`src/smc_pkg.sv`:
```
// smc_pkg: constants and types for the sleep mode controller
// assumes: one 200 MHz clock, wake delays given in system clock cycles
package smc_pkg;

  // ----------------------------------------
  // sleep mode select codes
  // ----------------------------------------
  localparam logic [2:0] SMC_MODE_IDLE   = 3'h0;
  localparam logic [2:0] SMC_MODE_NOISE  = 3'h1;
  localparam logic [2:0] SMC_MODE_PDOWN  = 3'h2;
  localparam logic [2:0] SMC_MODE_PSAVE  = 3'h3;
  localparam logic [2:0] SMC_MODE_STBY   = 3'h6;
  localparam logic [2:0] SMC_MODE_XSTBY  = 3'h7;

  // ----------------------------------------
  // timing
  // ----------------------------------------
  localparam int SMC_HALT_CYCLES  = 4;
  localparam int SMC_STBY_CYCLES  = 6;
  localparam int SMC_CNT_W        = 16;

  // ----------------------------------------
  // wake source vector positions
  // ----------------------------------------
  localparam int SMC_WK_ADC       = 0;
  localparam int SMC_WK_MATCH     = 1;
  localparam int SMC_WK_T2        = 2;
  localparam int SMC_WK_STORE     = 3;
  localparam int SMC_WK_OTHER     = 4;
  localparam int SMC_WK_COMP      = 5;
  localparam int SMC_WK_W         = 6;

  typedef enum logic [2:0] {
    SMC_RUN,
    SMC_SLEEP,
    SMC_SETTLE,
    SMC_HALT
  } smc_state_t;

endpackage : smc_pkg

```
`src/smc_wake_if.sv`:
```
// smc_wake_if: raw wake events carried into the synchroniser
// assumes: producer is the top module, consumer the synchroniser
`timescale 1ns/1ps
interface smc_wake_if;
  import smc_pkg::*;
  logic [SMC_WK_W-1:0] evt_raw;
  logic [2:0]          ext_raw;
  logic [SMC_WK_W-1:0] evt_sync;
  logic [2:0]          ext_sync;
  modport src (output evt_raw, output ext_raw, input evt_sync, input ext_sync);
  modport dst (input evt_raw, input ext_raw, output evt_sync, output ext_sync);
endinterface : smc_wake_if

```
`src/smc_sync.sv`:
```
// smc_sync: two-flop synchronisers for wake events
// assumes: inputs may change at any time relative to mclk
`timescale 1ns/1ps
module smc_sync
  import smc_pkg::*;
(
  input  wire logic mclk,
  input  wire logic rstn,
  smc_wake_if.dst   wk
);
  localparam int W = SMC_WK_W + 3;

  logic [W-1:0] meta_q;
  logic [W-1:0] sync_q;

  always_ff @(posedge mclk)
  begin
    if (!rstn)
    begin
      meta_q <= '0;
      sync_q <= '0;
    end
    else
    begin
      meta_q <= {wk.ext_raw, wk.evt_raw};
      sync_q <= meta_q;
    end
  end

  assign wk.evt_sync = sync_q[SMC_WK_W-1:0];
  assign wk.ext_sync = sync_q[W-1:SMC_WK_W];
endmodule : smc_sync

```
`src/smc_ctrl.sv`:
```
// smc_ctrl: sleep mode controller, clock gating and wake sequencing
// assumes: core pulses sleep_instr for one cycle; wake sources are raw async levels
`timescale 1ns/1ps

// What this block does
// - sleep only with enable set and instruction
// - mode select chooses idle, noise, power-down, power-save, standby, extended standby
// - four halt cycles after start-up time
// - register file and memory untouched
// - reset during sleep restarts at vector
// - idle stops only core and flash clocks
// - any enabled interrupt wakes from idle
// - entering idle or noise starts conversion
// - noise mode stops io, core, flash
// - noise mode wake sources limited
// - power-down stops oscillator and all clocks
// - power-down wake sources limited
// - power-down wake waits clock-source start-up
// - power-save, extended standby: async domain only with timer2 async
// - standby modes keep main oscillator
// - deep modes: line 2 or levels only
// - comparator disable removes idle wake
// - power-save is power-down plus timer2
// - standby wakes in six cycles
// - extended standby wakes in six cycles
module smc_ctrl
  import smc_pkg::*;
#(
  parameter int STARTUP_CYCLES = 6
)
(
  input  wire logic                mclk,
  input  wire logic                rstn,
  input  wire logic                sleep_enable_bit,
  input  wire logic [2:0]          sleep_mode_select,
  input  wire logic                sleep_instr,
  input  wire logic                timer2_async_clock_sel,
  input  wire logic                crystal_selected,
  input  wire logic                comparator_disable,
  input  wire logic                adc_enabled,
  input  wire logic [SMC_CNT_W-1:0] startup_cycles_cfg,
  input  wire logic                ext_reset_req,
  input  wire logic                ext_irq_line_0,
  input  wire logic                ext_irq_line_1,
  input  wire logic                ext_irq_line_2,
  input  wire logic                ext_irq_level_0,
  input  wire logic                ext_irq_level_1,
  input  wire logic                adc_done_irq,
  input  wire logic                two_wire_port_match_irq,
  input  wire logic                timer2_irq,
  input  wire logic                self_program_store_irq,
  input  wire logic                other_io_irq,
  input  wire logic                comparator_irq,
  output logic                     core_clock_en,
  output logic                     flash_clock_en,
  output logic                     io_clock_en,
  output logic                     converter_clock_en,
  output logic                     async_clock_en,
  output logic                     main_osc_en,
  output logic                     timer_osc_en,
  output logic                     adc_start,
  output logic                     core_resume,
  output logic                     core_reset_vector,
  output logic                     sleeping
);

  if (STARTUP_CYCLES < 1 || STARTUP_CYCLES >= (1 << SMC_CNT_W))
  begin : g_startup_range
    $error("STARTUP_CYCLES out of range");
  end

  // ----------------------------------------
  // wake event synchronisation
  // ----------------------------------------
  smc_wake_if wk ();

  // raw events are asynchronous: in deep modes the clock domains are stopped
  assign wk.evt_raw = {comparator_irq, other_io_irq, self_program_store_irq,
                       timer2_irq, two_wire_port_match_irq, adc_done_irq};
  assign wk.ext_raw = {ext_irq_line_2, ext_irq_line_1, ext_irq_line_0};

  smc_sync u_sync (
    .mclk (mclk),
    .rstn (rstn),
    .wk   (wk)
  );

  logic rst_meta_q;
  logic rst_sync_q;
  logic lvl_meta_q;
  logic lvl_sync_q;
  logic lvl1_meta_q;
  logic lvl1_sync_q;

  always_ff @(posedge mclk)
  begin
    if (!rstn)
    begin
      rst_meta_q  <= 1'b0;
      rst_sync_q  <= 1'b0;
      lvl_meta_q  <= 1'b0;
      lvl_sync_q  <= 1'b0;
      lvl1_meta_q <= 1'b0;
      lvl1_sync_q <= 1'b0;
    end
    else
    begin
      rst_meta_q  <= ext_reset_req;
      rst_sync_q  <= rst_meta_q;
      lvl_meta_q  <= ext_irq_level_0;
      lvl_sync_q  <= lvl_meta_q;
      lvl1_meta_q <= ext_irq_level_1;
      lvl1_sync_q <= lvl1_meta_q;
    end
  end

  // ----------------------------------------
  // mode decode
  // ----------------------------------------
  logic [2:0] mode_q;
  logic [2:0] mode_d;
  smc_state_t state_q;
  smc_state_t state_d;

  wire m_idle  = (mode_q == SMC_MODE_IDLE);
  wire m_noise = (mode_q == SMC_MODE_NOISE);
  wire m_pdown = (mode_q == SMC_MODE_PDOWN);
  wire m_psave = (mode_q == SMC_MODE_PSAVE);
  wire m_stby  = (mode_q == SMC_MODE_STBY);
  wire m_xstby = (mode_q == SMC_MODE_XSTBY);

  // standby codes need a crystal; reserved codes are refused
  wire sel_ok = (sleep_mode_select == SMC_MODE_IDLE)  ||
                (sleep_mode_select == SMC_MODE_NOISE) ||
                (sleep_mode_select == SMC_MODE_PDOWN) ||
                (sleep_mode_select == SMC_MODE_PSAVE) ||
                (crystal_selected && sleep_mode_select[2] &&
                 sleep_mode_select[1]);

  wire enter = sleep_instr && sleep_enable_bit && sel_ok;

  // ----------------------------------------
  // wake qualification
  // ----------------------------------------
  wire [SMC_WK_W-1:0] ev = wk.evt_sync;
  wire [2:0]          ex = wk.ext_sync;

  // deep modes accept only line 2 or the level-sensitive lines 0/1
  wire ext_deep = ex[2] || (ex[0] && lvl_sync_q) || (ex[1] && lvl1_sync_q);
  wire t2_async = timer2_async_clock_sel;

  wire wake_idle  = (|ex) || ev[SMC_WK_ADC] || ev[SMC_WK_MATCH] || ev[SMC_WK_T2] ||
                    ev[SMC_WK_STORE] || ev[SMC_WK_OTHER] ||
                    (ev[SMC_WK_COMP] && !comparator_disable);
  wire wake_noise = ext_deep || ev[SMC_WK_ADC] || ev[SMC_WK_MATCH] ||
                    ev[SMC_WK_T2] || ev[SMC_WK_STORE];
  wire wake_pdown = ext_deep || ev[SMC_WK_MATCH];
  wire wake_psave = wake_pdown || (ev[SMC_WK_T2] && t2_async);

  wire wake = m_idle  ? wake_idle  :
              m_noise ? wake_noise :
              (m_psave || m_xstby) ? wake_psave : wake_pdown;

  // ----------------------------------------
  // wake delay selection
  // ----------------------------------------
  logic [SMC_CNT_W-1:0] cnt_q;
  logic [SMC_CNT_W-1:0] cnt_d;

  // oscillator stopped: restart time set by clock-source config
  wire osc_stopped = m_pdown || m_psave;
  wire [SMC_CNT_W-1:0] settle_len =
    osc_stopped ? ((startup_cycles_cfg != '0) ? startup_cycles_cfg
                                              : SMC_CNT_W'(STARTUP_CYCLES))
    : (m_stby || m_xstby) ? SMC_CNT_W'(SMC_STBY_CYCLES)
    : SMC_CNT_W'(1);
  wire [SMC_CNT_W-1:0] halt_len = SMC_CNT_W'(SMC_HALT_CYCLES);

  // ----------------------------------------
  // sequencer
  // ----------------------------------------
  always_comb
  begin
    state_d = state_q;
    mode_d  = mode_q;
    cnt_d   = cnt_q;
    unique case (state_q)
      SMC_RUN:
      begin
        if (enter)
        begin
          state_d = SMC_SLEEP;
          mode_d  = sleep_mode_select;
        end
      end
      SMC_SLEEP:
      begin
        if (wake)
        begin
          state_d = SMC_SETTLE;
          cnt_d   = settle_len - SMC_CNT_W'(1);
        end
      end
      SMC_SETTLE:
      begin
        if (cnt_q == '0)
        begin
          state_d = SMC_HALT;
          cnt_d   = halt_len - SMC_CNT_W'(1);
        end
        else
          cnt_d = cnt_q - SMC_CNT_W'(1);
      end
      SMC_HALT:
      begin
        if (cnt_q == '0)
          state_d = SMC_RUN;
        else
          cnt_d = cnt_q - SMC_CNT_W'(1);
      end
      default:
        state_d = SMC_RUN;
    endcase
    // reset while asleep abandons the sequence and restarts at the vector
    if (rst_sync_q && state_q != SMC_RUN)
      state_d = SMC_RUN;
  end

  logic resume_q;
  logic vec_q;
  logic adc_q;

  always_ff @(posedge mclk)
  begin
    if (!rstn)
    begin
      state_q  <= SMC_RUN;
      mode_q   <= SMC_MODE_IDLE;
      cnt_q    <= '0;
      resume_q <= 1'b0;
      vec_q    <= 1'b0;
      adc_q    <= 1'b0;
    end
    else
    begin
      state_q  <= state_d;
      mode_q   <= mode_d;
      cnt_q    <= cnt_d;
      resume_q <= (state_q == SMC_HALT) && (cnt_q == '0) && !rst_sync_q;
      vec_q    <= rst_sync_q && (state_q != SMC_RUN);
      adc_q    <= enter && adc_enabled && (sleep_mode_select == SMC_MODE_IDLE ||
                                           sleep_mode_select == SMC_MODE_NOISE);
    end
  end

  // ----------------------------------------
  // clock gating outputs
  // ----------------------------------------
  // gating only, never reset: register file and memory contents survive
  wire asleep = (state_q == SMC_SLEEP) || (state_q == SMC_SETTLE);
  wire halted = asleep || (state_q == SMC_HALT);

  assign core_clock_en      = !halted;
  assign flash_clock_en     = !halted;
  assign io_clock_en        = !asleep || m_idle;
  assign converter_clock_en = !asleep || m_idle || m_noise;
  assign async_clock_en     = !asleep || m_idle || m_noise ||
                              ((m_psave || m_xstby) && t2_async);
  assign main_osc_en        = !asleep || m_idle || m_noise ||
                              m_stby || m_xstby || (state_q == SMC_SETTLE);
  assign timer_osc_en       = t2_async && (!asleep || m_idle || m_noise ||
                              m_psave || m_xstby);
  assign adc_start          = adc_q;
  assign core_resume        = resume_q;
  assign core_reset_vector  = vec_q;
  assign sleeping           = halted;

  // ----------------------------------------
  // checks
  // ----------------------------------------
  no_enable_sleep_a : assert property (@(posedge mclk) disable iff (!rstn)
    (state_q == SMC_RUN && sleep_instr && !sleep_enable_bit) |=> core_clock_en)
    else $error("sleep taken with enable clear");

  enter_sleep_a : assert property (@(posedge mclk) disable iff (!rstn)
    (state_q == SMC_RUN && enter && !rst_sync_q) |=> !core_clock_en)
    else $error("sleep not entered");

  idle_clocks_a : assert property (@(posedge mclk) disable iff (!rstn)
    (state_q == SMC_SLEEP && m_idle) |-> (io_clock_en && converter_clock_en && !flash_clock_en))
    else $error("idle gating wrong");

  noise_clocks_a : assert property (@(posedge mclk) disable iff (!rstn)
    (state_q == SMC_SLEEP && m_noise) |-> (!io_clock_en && converter_clock_en))
    else $error("noise gating wrong");

  pdown_clocks_a : assert property (@(posedge mclk) disable iff (!rstn)
    (state_q == SMC_SLEEP && m_pdown) |-> !(main_osc_en || async_clock_en || io_clock_en))
    else $error("power-down gating wrong");

  halt_four_a : assert property (@(posedge mclk) disable iff (!rstn || rst_sync_q)
    $rose(state_q == SMC_HALT) && !rst_sync_q |-> (!core_clock_en)[*4] ##1 core_clock_en)
    else $error("halt not four cycles");

  settle_osc_a : assert property (@(posedge mclk) disable iff (!rstn)
    (state_q == SMC_SETTLE) |-> (main_osc_en && !core_clock_en && !flash_clock_en))
    else $error("oscillator off while settling");

  stby_six_a : assert property (@(posedge mclk) disable iff (!rstn)
    (state_q == SMC_SLEEP && m_stby && wake && !rst_sync_q) |=>
      (state_q == SMC_SETTLE)[*6] ##1 (state_q == SMC_HALT))
    else $error("standby wake not six cycles");

  reset_vec_a : assert property (@(posedge mclk) disable iff (!rstn)
    (rst_sync_q && state_q == SMC_SLEEP) |=> (core_reset_vector && !core_resume))
    else $error("reset wake missed vector");

  pdown_wake_a : assert property (@(posedge mclk) disable iff (!rstn)
    (state_q == SMC_SLEEP && m_pdown && !ext_deep && !ev[SMC_WK_MATCH] && !rst_sync_q)
      |=> state_q == SMC_SLEEP)
    else $error("illegal power-down wake");

  adc_start_a : assert property (@(posedge mclk) disable iff (!rstn)
    adc_start |-> $past(enter) && $past(adc_enabled) && !$past(sleep_mode_select[1])
      && !$past(sleep_mode_select[2]))
    else $error("conversion start unexpected");

endmodule : smc_ctrl

```
`config.mk`:
```
export PLATFORM = sky130hd
export DESIGN_NAME = smc_ctrl
export DESIGN_NICKNAME = d
export VERILOG_FILES = /design/src/smc_pkg.sv /design/src/smc_wake_if.sv /design/src/smc_sync.sv /design/src/smc_ctrl.sv
export SDC_FILE = /design/constraint.sdc
export NUM_CORES = 1
export LEC_CHECK = 0
export BUFFER_PORTS_ARGS = -buffer_cell sky130_fd_sc_hd__buf_4
export CAP_MARGIN = 20
export CELL_PAD_IN_SITES_DETAIL_PLACEMENT = 0
export CELL_PAD_IN_SITES_GLOBAL_PLACEMENT = 1
export CORE_MARGIN = 4
export CORE_UTILIZATION = 41
export DETAILED_ROUTE_END_ITERATION = 10
export GPL_TIMING_DRIVEN = 0
export PLACE_DENSITY = 0.77
export SLEW_MARGIN = 20
export SYNTH_ARGS = -nofsm -noshare
export SYNTH_HDL_FRONTEND = slang
export SYNTH_SLANG_ARGS = --single-unit
```
`constraint.sdc`:
```
create_clock -name mclk -period 3.1 [get_ports mclk]
set_input_delay 0 -clock mclk [delete_from_list [all_inputs] [get_ports mclk]]
set_output_delay 0 -clock mclk [all_outputs]
set_load 0.02 [all_outputs]
```
==> metrics.log, run 1 <==
INFO  metric run_status = completed
INFO  metric clock_tree.root_cell = sky130_fd_sc_hd__clkbuf_8
INFO  metric routed_wirelength = 7230 um
INFO  metric layout_worst_path_cycle_share = 89.3%
INFO  metric mappedNetlistNets = 360
INFO  metric final_setup_violating_endpoints = 0
INFO  metric num-nets-final = 432
INFO  metric worstPathMaxFanout = 10
INFO  metric power_dens_cells = 661 mW/mm^2
INFO  metric drive_gt1_share = 19.1%
INFO  metric worst_pin_slew = 0.557 ns
INFO  metric routed_via_density = 5.55
INFO  metric preCtsSetupSlack = 0.0863 ns
INFO  metric ys.flop_type = sky130_fd_sc_hd__dfxtp_1
INFO  metric first_pass_grt_wire_length = 11800 um
INFO  metric critPathArrivalTime = 2.97 ns
INFO  metric detailedPlacementHpwl = 5510 um
INFO  metric report.power.total = 2.26 mW
INFO  metric min-delay-path-class = in -> reg
INFO  metric design.core.area = 0.00631 sq mm
INFO  metric totalNegativeSetupSlack = 0 ns
INFO  metric multiInputGateArea = 0.00157 sq mm
INFO  metric syn_area_per_cell = 8.44 sq um
INFO  metric worstSetupEndpointType = flip-flop
INFO  metric hold_viol = 0
INFO  metric flow.area_growth_from_synthesis = 28.9%
INFO  metric drc_errors = 0
INFO  metric top_level_ports = 50
INFO  metric number_of_sinks_on_the_clock_net = 48
INFO  metric worst_slew_margin_relative_to_its_limit = 62.6%
INFO  metric tritoncts = done
INFO  metric post_cts_buffers = 0
INFO  metric post_cts_clock_slew_at_the_launch_and_capture_registers_of_the_worst_setup_and_hold_paths = 0.09 ns
INFO  metric startpoint_type = flip-flop
INFO  metric cts_made_buffers = 5
INFO  metric num_vias = 2576
INFO  metric critPathLaunch = cnt_q[0]$_SDFFE_PN0P_
INFO  metric synthesis.yosys.warnings = 0
INFO  metric synth.cell_area = 0.00265 sq mm
INFO  metric initial_core_util = 42.0%
INFO  metric rr_startpoint = cnt_q[0]$_SDFFE_PN0P_
INFO  metric finalMaxSlewViolations = 0
INFO  metric antenna_cells = 0
INFO  metric final_common_cell = sky130_fd_sc_hd__buf_4
INFO  metric skew = 0.00689 ns
INFO  metric syn_inst = 314
INFO  metric timing.max_cap.violations = 0
INFO  metric holdCritStartpoint = startup_cycles_cfg[8]
INFO  metric grt_overflow_total = 0
INFO  metric floorplan.die.width = 88.4 um
INFO  metric ys_seq_elements = 48
INFO  metric synth_async_sr_flop_share = 0%
INFO  metric grt_pass1_vias = 2328
INFO  metric first_iter_violations = 223
INFO  metric layout_filler_cell_count = 612
INFO  metric gpl.final_weighted_congestion = 0.832
INFO  metric ir_drop = 285 uV
INFO  metric drt_first_pass_iters = 5
INFO  metric port_buffers = 49
INFO  metric grt_antenna_before_repair = 0
INFO  metric fp.dieH = 88.4 um
INFO  metric placedCellCount = 440
INFO  metric synth-seq-area-share = 36.2%
INFO  metric cp.required = 3.30 ns
INFO  metric post_synth_edffs = 0
INFO  metric layout_setup_ws = 0.331 ns
INFO  metric cts_max_path_buffers = 2
INFO  metric clk-insertion-delay-late = 0.30 ns
INFO  metric layout.cells.most_common_list = 50 x sky130_fd_sc_hd__buf_4, 48 x sky130_fd_sc_hd__dfxtp_1, 28 x sky130_fd_sc_hd__and2_1
INFO  metric top_achievable_clock_speed = 0.361 GHz
INFO  metric p_leak = 1.41 nW
INFO  metric library_cells_used_by_synthesis = 58
INFO  metric grtUsageTotal = 19.4%
INFO  metric rsz_0062_raised_after_global_routing = no
INFO  metric seq_area = 961 sq um
INFO  metric avg_wl_per_cell = 15.6 um
INFO  metric drt.antenna.violating_nets = 0
INFO  metric worstSetupPathType = reg -> reg
INFO  metric layout.cells.non_filler = 464
INFO  metric maximum_number_of_pins_on_one_net_before_global_route_repair = 17
INFO  metric placement_rows = 29
INFO  metric cts-htree-levels = 2
INFO  metric floorplan.die_area = 0.00782 sq mm
INFO  metric time_the_final_worst_path_needs_with_i_o_delays_and_setup = 2.77 ns
-- flip-flops by register name (all words and copies together), names as in the netlist --
name               cells
adc_start              1
cnt_q                 16
core_reset_vector      1
core_resume            1
lvl1_meta_q            1
lvl1_sync_q            1
lvl_meta_q             1
lvl_sync_q             1
mode_q                 3
rst_meta_q             1
rst_sync_q             1
state_q                2
u_sync.meta_q          9
u_sync.sync_q          9
-- per-stage QoR --
step,area [sq um],util (%),hold WS [ns]
global route,3420,54.1,0.0581
finish,3420,54.1,0.0405
detailed placement,3120,49.3,0.194
floorplan,2650,-,0.0766
CTS,3410,54.1,0.0394
global placement,3120,49.3,0.189
-- layer usage --
metal	GRT usage (%)	vias up	routed length, um
met2	30.6	96	3210
li1	-	1295	-
met5	0	-	0
met4	4.67	0	91
met3	3.82	7	472
met1	27.3	1178	3460
-- path summary, 6_finish.rpt --
check	slack, ns	endpoint	cells after the start
min reg2reg	0.44	u_sync.sync_q[5]$_SDFF_PN0_	1
max	0.33	cnt_q[9]$_SDFFE_PN0P_	8
max reg2reg	0.33	cnt_q[9]$_SDFFE_PN0P_	8
min	0.04	cnt_q[8]$_SDFFE_PN0P_	3
-- power by group --
part / total (mW) / internal, mW / switching, mW
clock network: 0.547 / 0.325 / 0.222
logic: 0.977 / 0.376 / 0.601
registers: 0.736 / 0.676 / 0.0593
-- cell families (layout without fill, tap and decap cells) --
group	Yosys count	in the layout	share of synthesized area, %
buffers and inverters	30	103	4.77
xor gates and xnor gates	9	9	2.97
adders and majority gates	7	7	3.30
DFF	48	48	36.2
muxes	6	6	2.27
AOI/OAI and AO/OA	86	86	23.4
and+or+nand+nor	128	128	27.0
-- timing repair --
action                                 CTS  global route
hold buffers                            16             0
setup endpoints to repair                0            11
endpoints found under the hold margin   16             0
resized for setup                        0             2
-- cells in the mapped netlist, types with 2 or more instances --
cell type                   instances  area [sq um]
sky130_fd_sc_hd__a211o_1            2          17.5
sky130_fd_sc_hd__o2111ai_1          3          26.3
sky130_fd_sc_hd__o32ai_1            2          17.5
sky130_fd_sc_hd__o21ai_0           21           105
sky130_fd_sc_hd__nand2b_1           3          18.8
sky130_fd_sc_hd__nor2_1            18          67.6
sky130_fd_sc_hd__nand3_1            9          45.0
sky130_fd_sc_hd__o22ai_1            2          12.5
sky130_fd_sc_hd__nand3b_1           3          22.5
sky130_fd_sc_hd__a32o_1            10           100
sky130_fd_sc_hd__nor4_2             2          25.0
sky130_fd_sc_hd__ha_1               7          87.6
sky130_fd_sc_hd__and3_1             3          18.8
sky130_fd_sc_hd__nor4_1             3          18.8
sky130_fd_sc_hd__o31ai_1            4          30.0
sky130_fd_sc_hd__a31oi_1            4          25.0
sky130_fd_sc_hd__xor2_1             4          35.0
sky130_fd_sc_hd__buf_2              2          10.0
sky130_fd_sc_hd__clkbuf_1          14          52.6
sky130_fd_sc_hd__a21oi_1           11          55.1
sky130_fd_sc_hd__a22o_1             2          17.5
sky130_fd_sc_hd__o311a_1            2          20.0
sky130_fd_sc_hd__o211ai_1           7          52.6
sky130_fd_sc_hd__nand2_1           21          78.8
sky130_fd_sc_hd__inv_1             11          41.3
sky130_fd_sc_hd__or2_2              4          25.0
sky130_fd_sc_hd__dfxtp_1           48           961
sky130_fd_sc_hd__nor3b_1            2          15.0
sky130_fd_sc_hd__a211oi_1           2          15.0
sky130_fd_sc_hd__mux2i_1            6          60.1
sky130_fd_sc_hd__nand4_1            3          18.8
sky130_fd_sc_hd__and2_1            28           175
sky130_fd_sc_hd__xnor2_1            5          43.8
sky130_fd_sc_hd__nor3_1            14          70.1
sky130_fd_sc_hd__nor2b_1            5          31.3
sky130_fd_sc_hd__or3_1              5          31.3
-- area by class of cell --
class,instances,area share (%)
plain buffers,19,2.53
clock inverters,3,2.01
flip-flops and latches,48,28.1
clock buffers,5,2.01
inverters,11,1.21
well taps,77,2.82
multi-input cells,236,45.8
repair buffers,65,15.5
-- critical path, cell delays in order, from the launching register on --
cell and delay, ns:
sky130_fd_sc_hd__dfxtp_1 0.33, sky130_fd_sc_hd__inv_1 0.11, sky130_fd_sc_hd__ha_1 0.21, sky130_fd_sc_hd__nor3b_1 0.45
sky130_fd_sc_hd__nand3_1 0.32, sky130_fd_sc_hd__o31ai_1 0.53, sky130_fd_sc_hd__buf_2 0.30, sky130_fd_sc_hd__o21ai_0 0.13
sky130_fd_sc_hd__a32o_1 0.28
(Power assumes the default switching activity.)
==> run 2: changes to the inputs <==
==> constraint.sdc (replaced) <==
create_clock -name mclk -period 3.1 [get_ports mclk]
set_input_delay 0 -clock mclk [delete_from_list [all_inputs] [get_ports mclk]]
set_output_delay 0 -clock mclk [all_outputs]
set_load 0.1 [all_outputs]
==> metrics.log, run 2 (synthesis results as in run 1) <==
INFO  metric number_of_sinks_on_the_clock_net = 48
INFO  metric top_level_ports = 50
INFO  metric r2r-end = cnt_q[10]$_SDFFE_PN0P_
INFO  metric cts_made_buffers = 5
INFO  metric r2r_slack = 0.41 ns
INFO  metric antenna_cells = 0
INFO  metric fp.dieH = 88.4 um
INFO  metric worstHoldEndpoint = cnt_q[8]$_SDFFE_PN0P_
INFO  metric finalMaxSlewViolations = 0
INFO  metric worstPathMaxFanout = 9
INFO  metric placement_rows = 29
INFO  metric num_vias = 2597
INFO  metric holdCritStartpoint = startup_cycles_cfg[8]
INFO  metric grtUsageTotal = 19.0%
INFO  metric flow.area_growth_from_synthesis = 29.1%
INFO  metric first_pass_grt_wire_length = 11600 um
INFO  metric worst_slew_margin_relative_to_its_limit = 61.4%
INFO  metric final_common_cell = sky130_fd_sc_hd__buf_4
INFO  metric clk-insertion-delay-late = 0.30 ns
INFO  metric avg_wl_per_cell = 15.5 um
INFO  metric multiInputGateArea = 0.00157 sq mm
INFO  metric critical_path.slowest_cell = sky130_fd_sc_hd__nor3_1
INFO  metric ir_drop = 378 uV
INFO  metric seq_area = 961 sq um
INFO  metric stdcell_area = 0.00342 sq mm
INFO  metric worst_pin_slew = 0.576 ns
INFO  metric rr_startpoint = mode_q[2]$_SDFFE_PN0P_
INFO  metric layout_setup_ws = 0.381 ns
INFO  metric power_dens_cells = 704 mW/mm^2
INFO  metric rsz_0062_raised_after_global_routing = no
INFO  metric worstSetupPathType = in -> reg
INFO  metric preCtsSetupSlack = 0.0669 ns
INFO  metric number_of_flip_flops_under_the_largest_register_name = 16
INFO  metric floorplan.die_area = 0.00782 sq mm
INFO  metric final_util = 54.2%
INFO  metric layout_worst_path_cycle_share = 87.7%
INFO  metric clock_tree.root_cell = sky130_fd_sc_hd__clkbuf_8
INFO  metric critical-path-max-stage-delay = 0.46 ns
INFO  metric drt.antenna.violating_nets = 0
INFO  metric worstSetupEndpointType = flip-flop
INFO  metric layout_top_registers = cnt_q x16, u_sync.meta_q x9, u_sync.sync_q x9
INFO  metric floorplan.die.width = 88.4 um
INFO  metric critical_path_cell_by_cell = buf_4, nor3_1, nand3_1, nor2_8, o31ai_1, ha_1, clkbuf_1, and2_1, a32oi_1, xnor2_1, o32ai_1, a32o_1
INFO  metric timing.max_cap.violations = 0
INFO  metric startpoint_type = primary input
INFO  metric cts-htree-levels = 2
INFO  metric post_cts_buffers = 0
INFO  metric post_cts_clock_slew_at_the_launch_and_capture_registers_of_the_worst_setup_and_hold_paths = 0.09 ns
INFO  metric initial_core_util = 42.0%
INFO  metric grt_overflow_total = 0
INFO  metric grt_antenna_before_repair = 0
INFO  metric drc_errors = 0
INFO  metric design.core.area = 0.00631 sq mm
INFO  metric maximum_number_of_pins_on_one_net_before_global_route_repair = 17
INFO  metric timing.reg2reg.worst_path_depth = 10
INFO  metric port_buffers = 49
INFO  metric largest_register = cnt_q
INFO  metric detailedPlacementHpwl = 5450 um
INFO  metric layout_filler_cell_count = 614
INFO  metric p_leak = 1.41 nW
INFO  metric drt_first_pass_iters = 4
INFO  metric gpl.final_weighted_congestion = 0.845
INFO  metric worstHoldPathCells = 3
INFO  metric grt_pass1_vias = 2321
INFO  metric cts_max_path_buffers = 2
INFO  metric totalNegativeSetupSlack = 0 ns
INFO  metric num-nets-final = 432
INFO  metric final_setup_violating_endpoints = 0
INFO  metric critPathArrivalTime = 2.92 ns
INFO  metric postPlaceCellArea = 0.00312 sq mm
INFO  metric skew = 0.00855 ns
INFO  metric report.power.total = 2.41 mW
INFO  metric top_achievable_clock_speed = 0.368 GHz
INFO  metric tritoncts = done
INFO  metric min-delay-path-class = in -> reg
INFO  metric run_status = completed
INFO  metric routed_via_density = 5.60
INFO  metric time_the_final_worst_path_needs_with_i_o_delays_and_setup = 2.72 ns
INFO  metric routed_wirelength = 7210 um
INFO  metric hold_viol = 0
INFO  metric first_iter_violations = 172
INFO  metric layout.cells.most_common_list = 50 x sky130_fd_sc_hd__buf_4, 48 x sky130_fd_sc_hd__dfxtp_1, 28 x sky130_fd_sc_hd__and2_1
INFO  metric cp.required = 3.30 ns
INFO  metric drive_gt1_share = 19.4%
==> run 2: cell count changes in the layout (fill, tap and decap cells not counted) <==
cell | previous run | this run
sky130_fd_sc_hd__o21ai_0 | 21 | 20
sky130_fd_sc_hd__nor3b_1 | 2 | 1
sky130_fd_sc_hd__nor3b_2 | 0 | 1
sky130_fd_sc_hd__o21ai_2 | 1 | 2
sky130_fd_sc_hd__nor2_1 | 17 | 18
sky130_fd_sc_hd__nor2_2 | 1 | 0
==> run 2: how the worst max path moves through the flow <==
stage	start	to	slack, ns
floorplan	mode_q[1]$_SDFFE_PN0P_	timer_osc_en	0.27
global placement	startup_cycles_cfg[0]	cnt_q[10]$_SDFFE_PN0P_	0.11
finish	startup_cycles_cfg[0]	cnt_q[10]$_SDFFE_PN0P_	0.38
CTS	mode_q[1]$_SDFFE_PN0P_	cnt_q[10]$_SDFFE_PN0P_	0.23
detailed placement	startup_cycles_cfg[0]	cnt_q[10]$_SDFFE_PN0P_	0.07
global route	mode_q[2]$_SDFFE_PN0P_	cnt_q[10]$_SDFFE_PN0P_	0.14
==> run 2: final cells by class <==
cell class,instances,area share [%]
clock inverters,3,2.01
well taps,77,2.81
clock buffers,5,2.01
flip-flops and latches,48,28.1
repair buffers,65,15.4
inverters,11,1.21
multi-input cells,236,45.9
plain buffers,19,2.52
==> run 2: routing by layer <==
metal / share of wire, % / up-vias / GRT usage, %
met2: 47 / 67 / 31.1
li1: - / 1296 / -
met3: 4.9 / 8 / 3.26
met1: 47 / 1226 / 26.4
met5: 0 / - / 0
met4: 0.87 / 0 / 3.57
==> run 2: what timing repair did <==
action	CTS	global route
endpoints found under the setup margin	0	12
hold buffers	16	0
endpoints found under the hold margin	16	0
gates resized for setup	0	2
==> run 2: through the flow <==
| stage | std cells | hold WS [ns] |
|---|---|---|
| 2_1_floorplan | 314 | 0.0766 |
| 3_3_place_gp | 440 | 0.189 |
| 3_5_place_dp | 440 | 0.188 |
| 4_1_cts | 464 | 0.0452 |
| 5_1_grt | 464 | 0.0497 |
| 6_report | 464 | 0.0541 |
==> run 2: worst max-delay path: cells and delay by family <==
kind / cells / cell delay [ns]
buffers and inverters: 2 / 0.29
AOI/OAI and AO/OA: 4 / 0.88
xor gates and xnor gates: 1 / 0.21
adders and majority gates: 1 / 0.20
and+or+nand+nor: 4 / 1.33
==> run 2: power breakdown <==
group	switching [mW]	internal (mW)
Combinational	0.757	0.376
Clock	0.217	0.325
Sequential	0.0585	0.676
